--- config.mk ---
export PLATFORM = sky130hd
export DESIGN_NAME = emm_mapper
export DESIGN_NICKNAME = d
export VERILOG_FILES = /design/src/hdl/emm_pkg.sv /design/src/hdl/emm_match_if.sv /design/src/hdl/emm_region_match.sv /design/src/hdl/emm_mapper.sv
export SDC_FILE = /design/constraint.sdc
export NUM_CORES = 2
export LEC_CHECK = 0
export BUFFER_PORTS_ARGS = -buffer_cell sky130_fd_sc_hd__buf_2
export CORE_MARGIN = 4
export CORE_UTILIZATION = 55
export DETAILED_ROUTE_END_ITERATION = 10
export GPL_TIMING_DRIVEN = 1
export PLACE_DENSITY = 0.8
export SLEW_MARGIN = 20
export SYNTH_ARGS = -nofsm -noshare
export SYNTH_HDL_FRONTEND = slang
export SYNTH_HIERARCHICAL = 1
export SYNTH_SLANG_ARGS = --single-unit
--- constraint.sdc ---
create_clock -name hclk -period 11.9 [get_ports hclk]
set_clock_uncertainty 0.15 [all_clocks]
set_input_delay 2.38 -clock hclk [delete_from_list [all_inputs] [get_ports hclk]]
set_output_delay 2.38 -clock hclk [all_outputs]
set_load 0.05 [all_outputs]
--- src/hdl/emm_pkg.sv ---
// Constants, types and helper functions of the emulation memory mapper.
// Assumes a 24-bit processor address and a 32-bit AHB-Lite register bus.
package emm_pkg;

    // ********************************
    // Sizes
    // ********************************
    localparam int unsigned EMM_ENTRIES = 8;
    localparam int unsigned EMM_IDX_W = 3;
    localparam int unsigned EMM_ADDR_W = 24;
    localparam int unsigned EMM_PAGE_W = 16;
    localparam int unsigned EMM_BLOCKS = 8;
    localparam int unsigned EMM_BLK_W = 3;
    localparam int unsigned EMM_EMU_ADDR_W = 19;
    localparam int unsigned EMM_ST_W = 3;

    // ********************************
    // Register offsets and fields
    // ********************************
    localparam logic [11:0] EMM_OFF_CTRL = 12'h000;
    localparam logic [11:0] EMM_OFF_STATUS = 12'h004;
    localparam logic [11:0] EMM_OFF_MASK = 12'h008;
    localparam logic [11:0] EMM_OFF_ALLOC = 12'h00C;
    localparam logic [11:0] EMM_OFF_ENTRY = 12'h020;
    localparam logic [11:0] EMM_OFF_ENTRY_END = 12'h060;
    localparam int unsigned EMM_CTRL_BRK = 0;
    localparam int unsigned EMM_CTRL_TRACE = 1;
    localparam int unsigned EMM_CTRL_DFLT = 4;
    localparam int unsigned EMM_ENT_VALID = 31;
    localparam int unsigned EMM_CFG_TYPE = 16;
    localparam int unsigned EMM_CFG_QUAL = 20;
    localparam int unsigned EMM_ST_ROM = 0;
    localparam int unsigned EMM_ST_GUARD = 1;
    localparam int unsigned EMM_ST_ALLOC = 2;
    localparam logic [1:0] EMM_DFLT_RST = 2'h0;
    localparam logic [1:0] EMM_DFLT_BAD = 2'h3;
    localparam logic [EMM_ST_W-1:0] EMM_ST_RST = 3'h0;

    // ********************************
    // Types
    // ********************************
    typedef enum logic [2:0] {
        EMM_EMU_RAM = 3'h0,
        EMM_EMU_ROM = 3'h1,
        EMM_TGT_RAM = 3'h2,
        EMM_TGT_ROM = 3'h3,
        EMM_GUARD = 3'h4
    } emm_mem_type;

    typedef enum logic [3:0] {
        EMM_Q_NONE = 4'h0,
        EMM_Q_SUP = 4'h1,
        EMM_Q_SUP_PROG = 4'h2,
        EMM_Q_SUP_DATA = 4'h3,
        EMM_Q_USER = 4'h4,
        EMM_Q_USER_PROG = 4'h5,
        EMM_Q_USER_DATA = 4'h6,
        EMM_Q_PROG = 4'h7,
        EMM_Q_DATA = 4'h8
    } emm_qual_type;

    typedef enum logic [1:0] {
        EMM_TR_BOTH = 2'h0,
        EMM_TR_FG = 2'h1,
        EMM_TR_BG = 2'h2
    } emm_trace_type;

    typedef enum logic [1:0] {
        EMM_AHB_IDLE = 2'h0,
        EMM_AHB_WRITE = 2'h1,
        EMM_AHB_READ = 2'h3
    } emm_ahb_state_type;

    localparam logic [2:0] EMM_FC_UD = 3'h1;
    localparam logic [2:0] EMM_FC_UP = 3'h2;
    localparam logic [2:0] EMM_FC_SD = 3'h5;
    localparam logic [2:0] EMM_FC_SP = 3'h6;

    // ********************************
    // Functions
    // ********************************
    function automatic logic emm_fc_match(input logic [3:0] qual, input logic [2:0] fc);
        logic sup;
        logic usr;
        logic prg;
        logic dat;
        sup = (fc == EMM_FC_SD) || (fc == EMM_FC_SP);
        usr = (fc == EMM_FC_UD) || (fc == EMM_FC_UP);
        prg = (fc == EMM_FC_UP) || (fc == EMM_FC_SP);
        dat = (fc == EMM_FC_UD) || (fc == EMM_FC_SD);
        case (qual)
            EMM_Q_NONE: emm_fc_match = 1'b1;
            EMM_Q_SUP: emm_fc_match = sup;
            EMM_Q_SUP_PROG: emm_fc_match = sup && prg;
            EMM_Q_SUP_DATA: emm_fc_match = sup && dat;
            EMM_Q_USER: emm_fc_match = usr;
            EMM_Q_USER_PROG: emm_fc_match = usr && prg;
            EMM_Q_USER_DATA: emm_fc_match = usr && dat;
            EMM_Q_PROG: emm_fc_match = prg;
            EMM_Q_DATA: emm_fc_match = dat;
            default: emm_fc_match = 1'b0;
        endcase
    endfunction : emm_fc_match

    function automatic emm_mem_type emm_dflt_type(input logic [1:0] code);
        case (code)
            2'h1: emm_dflt_type = EMM_TGT_ROM;
            2'h2: emm_dflt_type = EMM_GUARD;
            default: emm_dflt_type = EMM_TGT_RAM;
        endcase
    endfunction : emm_dflt_type

endpackage : emm_pkg

--- src/hdl/emm_match_if.sv ---
// Carrier between the mapper and its region matcher.
// Assumes the mapper drives the cycle and entry table, the matcher answers.
`timescale 1ns/1ps
interface emm_match_if;
    import emm_pkg::*;
    logic [EMM_ADDR_W-1:0] cyc_addr;
    logic [2:0] cyc_fc;
    logic [EMM_PAGE_W-1:0] ent_start [EMM_ENTRIES];
    logic [EMM_PAGE_W-1:0] ent_end [EMM_ENTRIES];
    logic [2:0] ent_type [EMM_ENTRIES];
    logic [3:0] ent_qual [EMM_ENTRIES];
    logic [EMM_ENTRIES-1:0] ent_ok;
    logic [EMM_BLK_W-1:0] ent_blk [EMM_ENTRIES];
    logic hit;
    logic [2:0] mtype;
    logic [EMM_EMU_ADDR_W-1:0] emu_addr;

    modport mapper (output cyc_addr, cyc_fc, ent_start, ent_end, ent_type, ent_qual, ent_ok,
        ent_blk, input hit, mtype, emu_addr);
    modport matcher (input cyc_addr, cyc_fc, ent_start, ent_end, ent_type, ent_qual, ent_ok,
        ent_blk, output hit, mtype, emu_addr);
endinterface : emm_match_if

--- src/hdl/emm_region_match.sv ---
// Region matcher: finds the first enabled entry covering a bus cycle.
// Assumes a combinational path; the caller registers the result.
`timescale 1ns/1ps
module emm_region_match
    import emm_pkg::*;
(
    emm_match_if.matcher m
);

    // ********************************
    // Match
    // ********************************
    always_comb begin
        logic [EMM_PAGE_W-1:0] page;
        logic [EMM_ADDR_W-1:0] offset;
        logic [EMM_BLK_W-1:0] blk;
        page = m.cyc_addr[EMM_ADDR_W-1:8];
        offset = '0;
        blk = '0;
        m.hit = 1'b0;
        m.mtype = EMM_TGT_RAM;
        m.emu_addr = '0;
        // Highest index first, so the lowest matching entry wins
        for (int i = EMM_ENTRIES - 1; i >= 0; i--) begin
            if (m.ent_ok[i] && page >= m.ent_start[i] && page <= m.ent_end[i] &&
                emm_fc_match(m.ent_qual[i], m.cyc_fc)) begin
                offset = m.cyc_addr - {m.ent_start[i], 8'h00};
                blk = m.ent_blk[i] + offset[18:16];
                m.hit = 1'b1;
                m.mtype = m.ent_type[i];
                m.emu_addr = {blk, offset[15:0]};
            end
        end
        // No hit leaves the default type to the caller
    end

endmodule : emm_region_match

--- src/hdl/emm_mapper.sv ---
// Emulation memory mapper top: AHB-Lite registers, cycle classifier, breaks.
// Assumes the processor bus is synchronous to hclk and one cycle wide.
//
// The placing of the registers and the AHB-Lite slave port were chosen for this implementation.
`timescale 1ns/1ps
module emm_mapper
    import emm_pkg::*;
(
    input wire logic hclk,
    input wire logic hresetn,
    input wire logic hsel,
    input wire logic [31:0] haddr,
    input wire logic [1:0] htrans,
    input wire logic hwrite,
    input wire logic [2:0] hsize,
    input wire logic [31:0] hwdata,
    input wire logic hready,
    output logic hreadyout,
    output logic [31:0] hrdata,
    output logic hresp,
    input wire logic cyc_valid,
    input wire logic [EMM_ADDR_W-1:0] cyc_addr,
    input wire logic cyc_write,
    input wire logic function_code_bit0,
    input wire logic function_code_bit1,
    input wire logic function_code_bit2,
    input wire logic cyc_background,
    output logic emu_sel,
    output logic emu_we,
    output logic [EMM_EMU_ADDR_W-1:0] emu_addr,
    output logic tgt_sel,
    output logic tgt_we,
    output logic [EMM_ADDR_W-1:0] tgt_addr,
    output logic break_req,
    output logic trace_valid,
    output logic irq
);

    // ********************************
    // Register state
    // ********************************
    emm_ahb_state_type state_q, state_d;
    logic [11:0] addr_q, addr_d;
    logic hready_q, hready_d;
    logic [31:0] rdata_q, rdata_d;
    logic brk_en_q, brk_en_d;
    logic [1:0] trace_q, trace_d;
    logic [1:0] dflt_q, dflt_d;
    logic [EMM_ST_W-1:0] status_q, status_d;
    logic [EMM_ST_W-1:0] mask_q, mask_d;
    logic [EMM_ENTRIES-1:0] valid_q, valid_d;
    logic [EMM_PAGE_W-1:0] start_q [EMM_ENTRIES];
    logic [EMM_PAGE_W-1:0] start_d [EMM_ENTRIES];
    logic [EMM_PAGE_W-1:0] end_q [EMM_ENTRIES];
    logic [EMM_PAGE_W-1:0] end_d [EMM_ENTRIES];
    logic [2:0] type_q [EMM_ENTRIES];
    logic [2:0] type_d [EMM_ENTRIES];
    logic [3:0] qual_q [EMM_ENTRIES];
    logic [3:0] qual_d [EMM_ENTRIES];
    logic [EMM_ST_W-1:0] st_set;
    logic [9:0] blocks_used;
    logic alloc_over;
    logic [EMM_ENTRIES-1:0] ent_ok;
    logic [EMM_BLK_W-1:0] ent_blk [EMM_ENTRIES];

    emm_match_if mif ();

    emm_region_match u_match (
        .m(mif.matcher)
    );

    // ********************************
    // Block allocation
    // ********************************
    always_comb begin
        logic [9:0] run;
        logic [9:0] need;
        logic emu;
        run = '0;
        need = '0;
        emu = 1'b0;
        alloc_over = 1'b0;
        // Rebuilt from the table every cycle, so any edit of a range, type or valid bit may move blocks
        for (int i = 0; i < EMM_ENTRIES; i++) begin
            emu = (type_q[i] == EMM_EMU_RAM) || (type_q[i] == EMM_EMU_ROM);
            need = {2'b00, 8'(({16'h0000, end_q[i]} - {16'h0000, start_q[i]}) >> 8)} + 10'h001;
            ent_blk[i] = run[EMM_BLK_W-1:0];
            ent_ok[i] = valid_q[i] && (end_q[i] >= start_q[i]);
            if (ent_ok[i] && emu) begin
                run = run + need;
                if (run > 10'(EMM_BLOCKS)) begin
                    ent_ok[i] = 1'b0;
                    alloc_over = 1'b1;
                end
            end
        end
        blocks_used = run;
    end

    always_comb begin
        mif.cyc_addr = cyc_addr;
        mif.cyc_fc = {function_code_bit2, function_code_bit1, function_code_bit0};
        mif.ent_start = start_q;
        mif.ent_end = end_q;
        mif.ent_type = type_q;
        mif.ent_qual = qual_q;
        mif.ent_ok = ent_ok;
        mif.ent_blk = ent_blk;
    end

    // ********************************
    // AHB-Lite slave
    // ********************************
    function automatic logic [31:0] emm_read(input logic [11:0] a);
        logic [11:0] rel;
        logic [EMM_IDX_W-1:0] idx;
        rel = a - EMM_OFF_ENTRY;
        idx = rel[5:3];
        emm_read = 32'h0000_0000;
        if (a == EMM_OFF_CTRL) begin
            emm_read = {26'h0, dflt_q, 1'b0, trace_q, brk_en_q};
        end else if (a == EMM_OFF_STATUS) begin
            emm_read = {29'h0, status_q};
        end else if (a == EMM_OFF_MASK) begin
            emm_read = {29'h0, mask_q};
        end else if (a == EMM_OFF_ALLOC) begin
            emm_read = {22'h0, blocks_used};
        end else if (a >= EMM_OFF_ENTRY && a < EMM_OFF_ENTRY_END) begin
            if (rel[2]) begin
                emm_read = {8'h00, qual_q[idx], 1'b0, type_q[idx], end_q[idx]};
            end else begin
                emm_read = {valid_q[idx], 15'h0000, start_q[idx]};
            end
        end
    endfunction : emm_read

    always_comb begin
        logic [11:0] rel;
        logic [EMM_IDX_W-1:0] idx;
        logic [EMM_ST_W-1:0] w1c;
        rel = addr_q - EMM_OFF_ENTRY;
        idx = rel[5:3];
        w1c = '0;
        state_d = EMM_AHB_IDLE;
        addr_d = addr_q;
        hready_d = 1'b1;
        rdata_d = rdata_q;
        brk_en_d = brk_en_q;
        trace_d = trace_q;
        dflt_d = dflt_q;
        mask_d = mask_q;
        valid_d = valid_q;
        start_d = start_q;
        end_d = end_q;
        type_d = type_q;
        qual_d = qual_q;
        case (state_q)
            EMM_AHB_WRITE: begin
                if (addr_q == EMM_OFF_CTRL) begin
                    brk_en_d = hwdata[EMM_CTRL_BRK];
                    trace_d = hwdata[EMM_CTRL_TRACE+:2];
                    if (hwdata[EMM_CTRL_DFLT+:2] != EMM_DFLT_BAD) begin
                        dflt_d = hwdata[EMM_CTRL_DFLT+:2];
                    end
                end else if (addr_q == EMM_OFF_STATUS) begin
                    w1c = hwdata[EMM_ST_W-1:0];
                end else if (addr_q == EMM_OFF_MASK) begin
                    mask_d = hwdata[EMM_ST_W-1:0];
                end else if (addr_q >= EMM_OFF_ENTRY && addr_q < EMM_OFF_ENTRY_END) begin
                    if (rel[2]) begin
                        end_d[idx] = hwdata[EMM_PAGE_W-1:0];
                        type_d[idx] = hwdata[EMM_CFG_TYPE+:3];
                        qual_d[idx] = hwdata[EMM_CFG_QUAL+:4];
                    end else begin
                        start_d[idx] = hwdata[EMM_PAGE_W-1:0];
                        valid_d[idx] = hwdata[EMM_ENT_VALID];
                    end
                end
            end
            EMM_AHB_READ: begin
                rdata_d = emm_read(addr_q);
            end
            default: begin
            end
        endcase
        if (hsel && htrans[1] && hready) begin
            addr_d = haddr[11:0];
            if (hwrite) begin
                state_d = EMM_AHB_WRITE;
            end else begin
                state_d = EMM_AHB_READ;
                hready_d = 1'b0;
            end
        end
        // Hardware set wins over a same-cycle clear
        status_d = (status_q & ~w1c) | st_set;
    end

    always_ff @(posedge hclk or negedge hresetn) begin
        if (!hresetn) begin
            state_q <= EMM_AHB_IDLE;
            addr_q <= 12'h000;
            hready_q <= 1'b1;
            rdata_q <= 32'h0000_0000;
            brk_en_q <= 1'b0;
            trace_q <= EMM_TR_BOTH;
            dflt_q <= EMM_DFLT_RST;
            status_q <= EMM_ST_RST;
            mask_q <= EMM_ST_RST;
            valid_q <= '0;
            for (int i = 0; i < EMM_ENTRIES; i++) begin
                start_q[i] <= 16'h0000;
                end_q[i] <= 16'h0000;
                type_q[i] <= EMM_TGT_RAM;
                qual_q[i] <= EMM_Q_NONE;
            end
        end else begin
            state_q <= state_d;
            addr_q <= addr_d;
            hready_q <= hready_d;
            rdata_q <= rdata_d;
            brk_en_q <= brk_en_d;
            trace_q <= trace_d;
            dflt_q <= dflt_d;
            status_q <= status_d;
            mask_q <= mask_d;
            valid_q <= valid_d;
            start_q <= start_d;
            end_q <= end_d;
            type_q <= type_d;
            qual_q <= qual_d;
        end
    end

    // ********************************
    // Cycle classification
    // ********************************
    logic emu_sel_q, emu_sel_d, emu_we_q, emu_we_d, tgt_sel_q, tgt_sel_d, tgt_we_q, tgt_we_d;
    logic brk_q, brk_d, trv_q, trv_d, irq_q, irq_d;
    logic [EMM_EMU_ADDR_W-1:0] emu_addr_q, emu_addr_d;
    logic [EMM_ADDR_W-1:0] tgt_addr_q, tgt_addr_d;
    logic [2:0] eff_type;
    logic is_rom;
    logic is_guard;

    always_comb begin
        eff_type = mif.hit ? mif.mtype : emm_dflt_type(dflt_q);
        is_rom = (eff_type == EMM_EMU_ROM) || (eff_type == EMM_TGT_ROM);
        is_guard = !(eff_type inside {EMM_EMU_RAM, EMM_EMU_ROM, EMM_TGT_RAM, EMM_TGT_ROM});
        emu_sel_d = cyc_valid && (eff_type == EMM_EMU_RAM || eff_type == EMM_EMU_ROM);
        emu_we_d = cyc_valid && cyc_write && (eff_type == EMM_EMU_RAM);
        tgt_sel_d = cyc_valid && !emu_sel_d;
        tgt_we_d = cyc_valid && cyc_write && !emu_sel_d;
        emu_addr_d = mif.emu_addr;
        tgt_addr_d = cyc_addr;
        st_set = '0;
        st_set[EMM_ST_ROM] = cyc_valid && cyc_write && is_rom && !cyc_background &&
            brk_en_q;
        st_set[EMM_ST_GUARD] = cyc_valid && is_guard;
        st_set[EMM_ST_ALLOC] = alloc_over;
        brk_d = st_set[EMM_ST_ROM] || st_set[EMM_ST_GUARD];
        case (trace_q)
            EMM_TR_FG: trv_d = cyc_valid && !cyc_background;
            EMM_TR_BG: trv_d = cyc_valid && cyc_background;
            default: trv_d = cyc_valid;
        endcase
        irq_d = |(status_q & mask_q);
    end

    always_ff @(posedge hclk or negedge hresetn) begin
        if (!hresetn) begin
            emu_sel_q <= 1'b0;
            emu_we_q <= 1'b0;
            tgt_sel_q <= 1'b0;
            tgt_we_q <= 1'b0;
            emu_addr_q <= '0;
            tgt_addr_q <= '0;
            brk_q <= 1'b0;
            trv_q <= 1'b0;
            irq_q <= 1'b0;
        end else begin
            emu_sel_q <= emu_sel_d;
            emu_we_q <= emu_we_d;
            tgt_sel_q <= tgt_sel_d;
            tgt_we_q <= tgt_we_d;
            emu_addr_q <= emu_addr_d;
            tgt_addr_q <= tgt_addr_d;
            brk_q <= brk_d;
            trv_q <= trv_d;
            irq_q <= irq_d;
        end
    end

    assign hreadyout = hready_q;
    assign hrdata = rdata_q;
    assign hresp = 1'b0;
    assign emu_sel = emu_sel_q;
    assign emu_we = emu_we_q;
    assign emu_addr = emu_addr_q;
    assign tgt_sel = tgt_sel_q;
    assign tgt_we = tgt_we_q;
    assign tgt_addr = tgt_addr_q;
    assign break_req = brk_q;
    assign trace_valid = trv_q;
    assign irq = irq_q;
endmodule : emm_mapper

==> impl_metrics.json <==
{
  "num_rows": 94,
  "clkTransAtPathRegs_ns": 0.06,
  "crit_type": "reg -> reg",
  "async_reset_ff_frac": 1.00,
  "top_layer_used": "met4",
  "stdcell_count": 5547,
  "synth_seq_cells": 420,
  "port_buffers": 146,
  "setup_viol": 26,
  "worstRegToRegCells": 76,
  "syn_area_um2": 36500,
  "drc_errors": 0,
  "pin_count": 188,
  "whs_ns": 0.321,
  "cts.sinks": 420,
  "cp_data_arrival_time_ns": 12.95,
  "wl_met3_mm": 20.0,
  "crit_fanout": 6,
  "die_x_um": 265,
  "crit_top_cell": "buf_4",
  "cts_tree": "done",
  "hold_buffers": 0,
  "grt_max_degree": 140,
  "maxCapViolations": 1,
  "die_area_um2": 70500,
  "die_h_um": 265,
  "max_freq_ghz": 0.0796,
  "crit_start": "end_q[116]$_DFFE_PN0P_",
  "vdd_drop_max_mv": 0.135,
  "m1WireLength_mm": 52.6,
  "rsz0062_at_grt": "yes",
  "yosysWarnings": 6,
  "min_path_type": "reg -> reg",
  "drt_pass1_iterations": 8,
  "layout_min_cycle_time_ns": 12.56,
  "yosysSeqAreaShare": 0.289,
  "area_growth_pct": 23.2,
  "cellLeakagePower_nw": 21.8,
  "timing.rr.start": "end_q[116]$_DFFE_PN0P_",
  "r2r_slack_ns": -0.66,
  "synth_edf_count": 0,
  "cts_buffers": 52,
  "drive_above_1_share": 0.289,
  "crit_path_top_delay_cell": "fa_2",
  "place.gp.congestion": 1.08,
  "powerDensity_nw_per_um2": 100,
  "start_kind": "flop",
  "finalHoldViolCount": 0,
  "synth_ff_type": "dfrtp_1",
  "critPathMaxStageDelay_ns": 0.57,
  "period_share": 1.06,
  "htree_num_levels": 2,
  "wl_mm": 150,
  "grt_pass1_wl_mm": 215,
  "antenna_found_initial": 6,
  "dp_hpwl_mm": 107,
  "synth_cells": 4059,
  "crit_required_ns": 12.29,
  "crit_path_end": "emu_we$_DFF_PN0_",
  "vias": 37200,
  "final-max-slew-violation-count": 6,
  "grt_usage": 0.401,
  "start_util": 0.555,
  "outcome": "finished with violations",
  "drtIter0Drc": 5267,
  "worstSetupEndpointType": "flop",
  "tightest_slew_ns": 1.63,
  "fin_ws_ns": -0.661,
  "drt-wirelength-per-cell_um": 27.0,
  "clock_path_buffers": 3,
  "viasPerCell": 6.70,
  "violations": "max-capacitance violations, max-slew violations, negative setup slack",
  "regToRegEndpoint": "emu_we$_DFF_PN0_",
  "post-place-cells": 5291,
  "grt_pass1_vias": 35900,
  "synth_area_per_cell_um2": 8.98,
  "cts-root-buf": "clkbuf_16",
  "insertion_delay_ns": 0.63,
  "core_um2": 65700,
  "grt-ovfl-total": 0,
  "wl_met2_mm": 62.7,
  "timing.max_slew.rel_slack": -0.0958,
  "synth.distinct_cells": 100,
  "nNetsFinal": 5216,
  "ant_nets": 0
}
-- logic make-up after synthesis --
kind of cell | Yosys count | share of synthesized area
AO/OA/AOI/OAI | 1017 | 0.185
XOR/XNOR | 155 | 0.0380
adder cells (fa/ha/maj) | 475 | 0.168
buffers and inverters | 599 | 0.0635
flip-flops | 420 | 0.289
multiplexers | 378 | 0.117
other | 1 | 0.000103
AND/OR/NAND/NOR | 1014 | 0.140
-- placed cells by master, fill, tap and decap left out, drive strengths merged, types with 23 or more instances in the layout --
| cell | synthesis | layout |
|---|---|---|
| and2 | 36 | 36 |
| clkbuf | 103 | 68 |
| o21ai | 183 | 183 |
| nand2 | 231 | 231 |
| or3 | 27 | 27 |
| nor3 | 89 | 89 |
| a22oi | 28 | 28 |
| inv | 461 | 463 |
| nor2b | 69 | 69 |
| xor2 | 46 | 46 |
| ha | 452 | 452 |
| a211oi | 34 | 34 |
| a31oi | 31 | 31 |
| o22ai | 96 | 96 |
| buf | 35 | 651 |
| nand2b | 57 | 57 |
| o21a | 72 | 72 |
| nor4 | 33 | 33 |
| xnor2 | 107 | 107 |
| o211ai | 43 | 43 |
| a21oi | 240 | 240 |
| a21o | 88 | 88 |
| mux2 | 355 | 355 |
| fa | 23 | 23 |
| nand3 | 74 | 74 |
| nand4 | 66 | 66 |
| dfrtp | 411 | 411 |
| nor2 | 252 | 252 |
-- worst max-delay path: cells and delay by family (launching register included) --
kind / cells / cell delay [ns]
flip-flops: 1 / 0.38
AO/OA/AOI/OAI: 12 / 2.51
AND/OR/NAND/NOR: 12 / 1.86
buffers and inverters: 48 / 6.13
adder cells (fa/ha/maj): 4 / 1.40
-- state kept, by name, indices dropped and copies added (netlist names) --
register,flops
tgt_we,1
trace_q,2
state_q,2
emu_we,1
emu_addr,19
addr_q,12
mask_q,3
hrdata,24
trace_valid,1
mif.ent_qual,32
hreadyout,1
status_q,3
mif.ent_start,128
break_req,1
brk_en_q,1
mif.ent_type,24
emu_sel,1
tgt_addr,24
tgt_sel,1
valid_q,8
irq,1
dflt_q,2
end_q,128
-- power breakdown --
group          internal [W]  leakage [nW]  total (W)  switching [W]
logic              0.000470          15.6    0.00126       0.000789
registers           0.00149          5.35    0.00156      0.0000730
clock network      0.000972         0.851    0.00167       0.000702
total               0.00293          21.8    0.00449        0.00156
-- through the flow --
stage	worst slack [ns]	TNS [ns]	utilization	total power, W	area (µm²)
detailed placement	-1.32	-21.57	0.616	0.00267	40500
CTS	-0.0303	-0.0952	0.669	0.00438	44000
global route	-1.06	-20.36	0.683	0.00462	44900
finish	-0.661	-10.29	0.683	0.00449	44900
floorplan	0.00771	0	-	0.00224	36500
global placement	-0.901	-12.32	0.616	0.00265	40500
-- Yosys cell counts, drive strengths merged, types with 46 or more instances --
library cell / count / area (µm²)
o21ai: 183 / 916
nand2: 231 / 867
inv: 461 / 1730
dfrtp: 411 / 10300
o21a: 72 / 541
xnor2: 107 / 937
nand3: 74 / 370
a21o: 88 / 661
o22ai: 96 / 601
xor2: 46 / 403
nor2b: 69 / 432
nor3: 89 / 467
nor2: 252 / 948
clkbuf: 103 / 387
ha: 452 / 5660
nand2b: 57 / 357
mux2: 355 / 4000
a21oi: 240 / 1210
nand4: 66 / 413
-- how the worst min path moves through the flow --
| stage | to | slack [ns] | start | depth (start not counted) |
|---|---|---|---|---|
| floorplan | status_q[1]$_DFF_PN0_ | 0.31 | status_q[1]$_DFF_PN0_ | 2 |
| CTS | hrdata[13]$_DFFE_PN0N_ | 0.32 | hrdata[13]$_DFFE_PN0N_ | 1 |
| global placement | hrdata[13]$_DFFE_PN0N_ | 0.31 | hrdata[13]$_DFFE_PN0N_ | 1 |
| finish | hrdata[17]$_DFFE_PN0N_ | 0.32 | hrdata[17]$_DFFE_PN0N_ | 1 |
| detailed placement | hrdata[13]$_DFFE_PN0N_ | 0.31 | hrdata[13]$_DFFE_PN0N_ | 1 |
| global route | hrdata[17]$_DFFE_PN0N_ | 0.34 | hrdata[17]$_DFFE_PN0N_ | 1 |
-- what timing repair did --
| item | 4_1_cts | 5_1_grt |
|---|---|---|
| buffers inserted | 134 | 37 |
| resized for setup | 150 | 135 |
| endpoints found under the setup margin | 26 | 28 |
| pin swaps | 80 | 92 |
-- metal layers --
layer  track usage  up-vias
li1              -    15800
met1         0.496    17700
met2         0.606     2851
met3         0.107      854
met4         0.293        0
met5             0        -
-- final cells by class --
class                   count  area [µm²]
inverters                 461        1740
diodes                      4        10.0
repair buffers            651        4660
multi-input cells        3051       25100
clock buffers              68        1450
clock inverters            28         315
flip-flops and latches    420       10500
well taps                 864        1080
fillers                  4795       20800
Power figures use the tool's default switching activity.
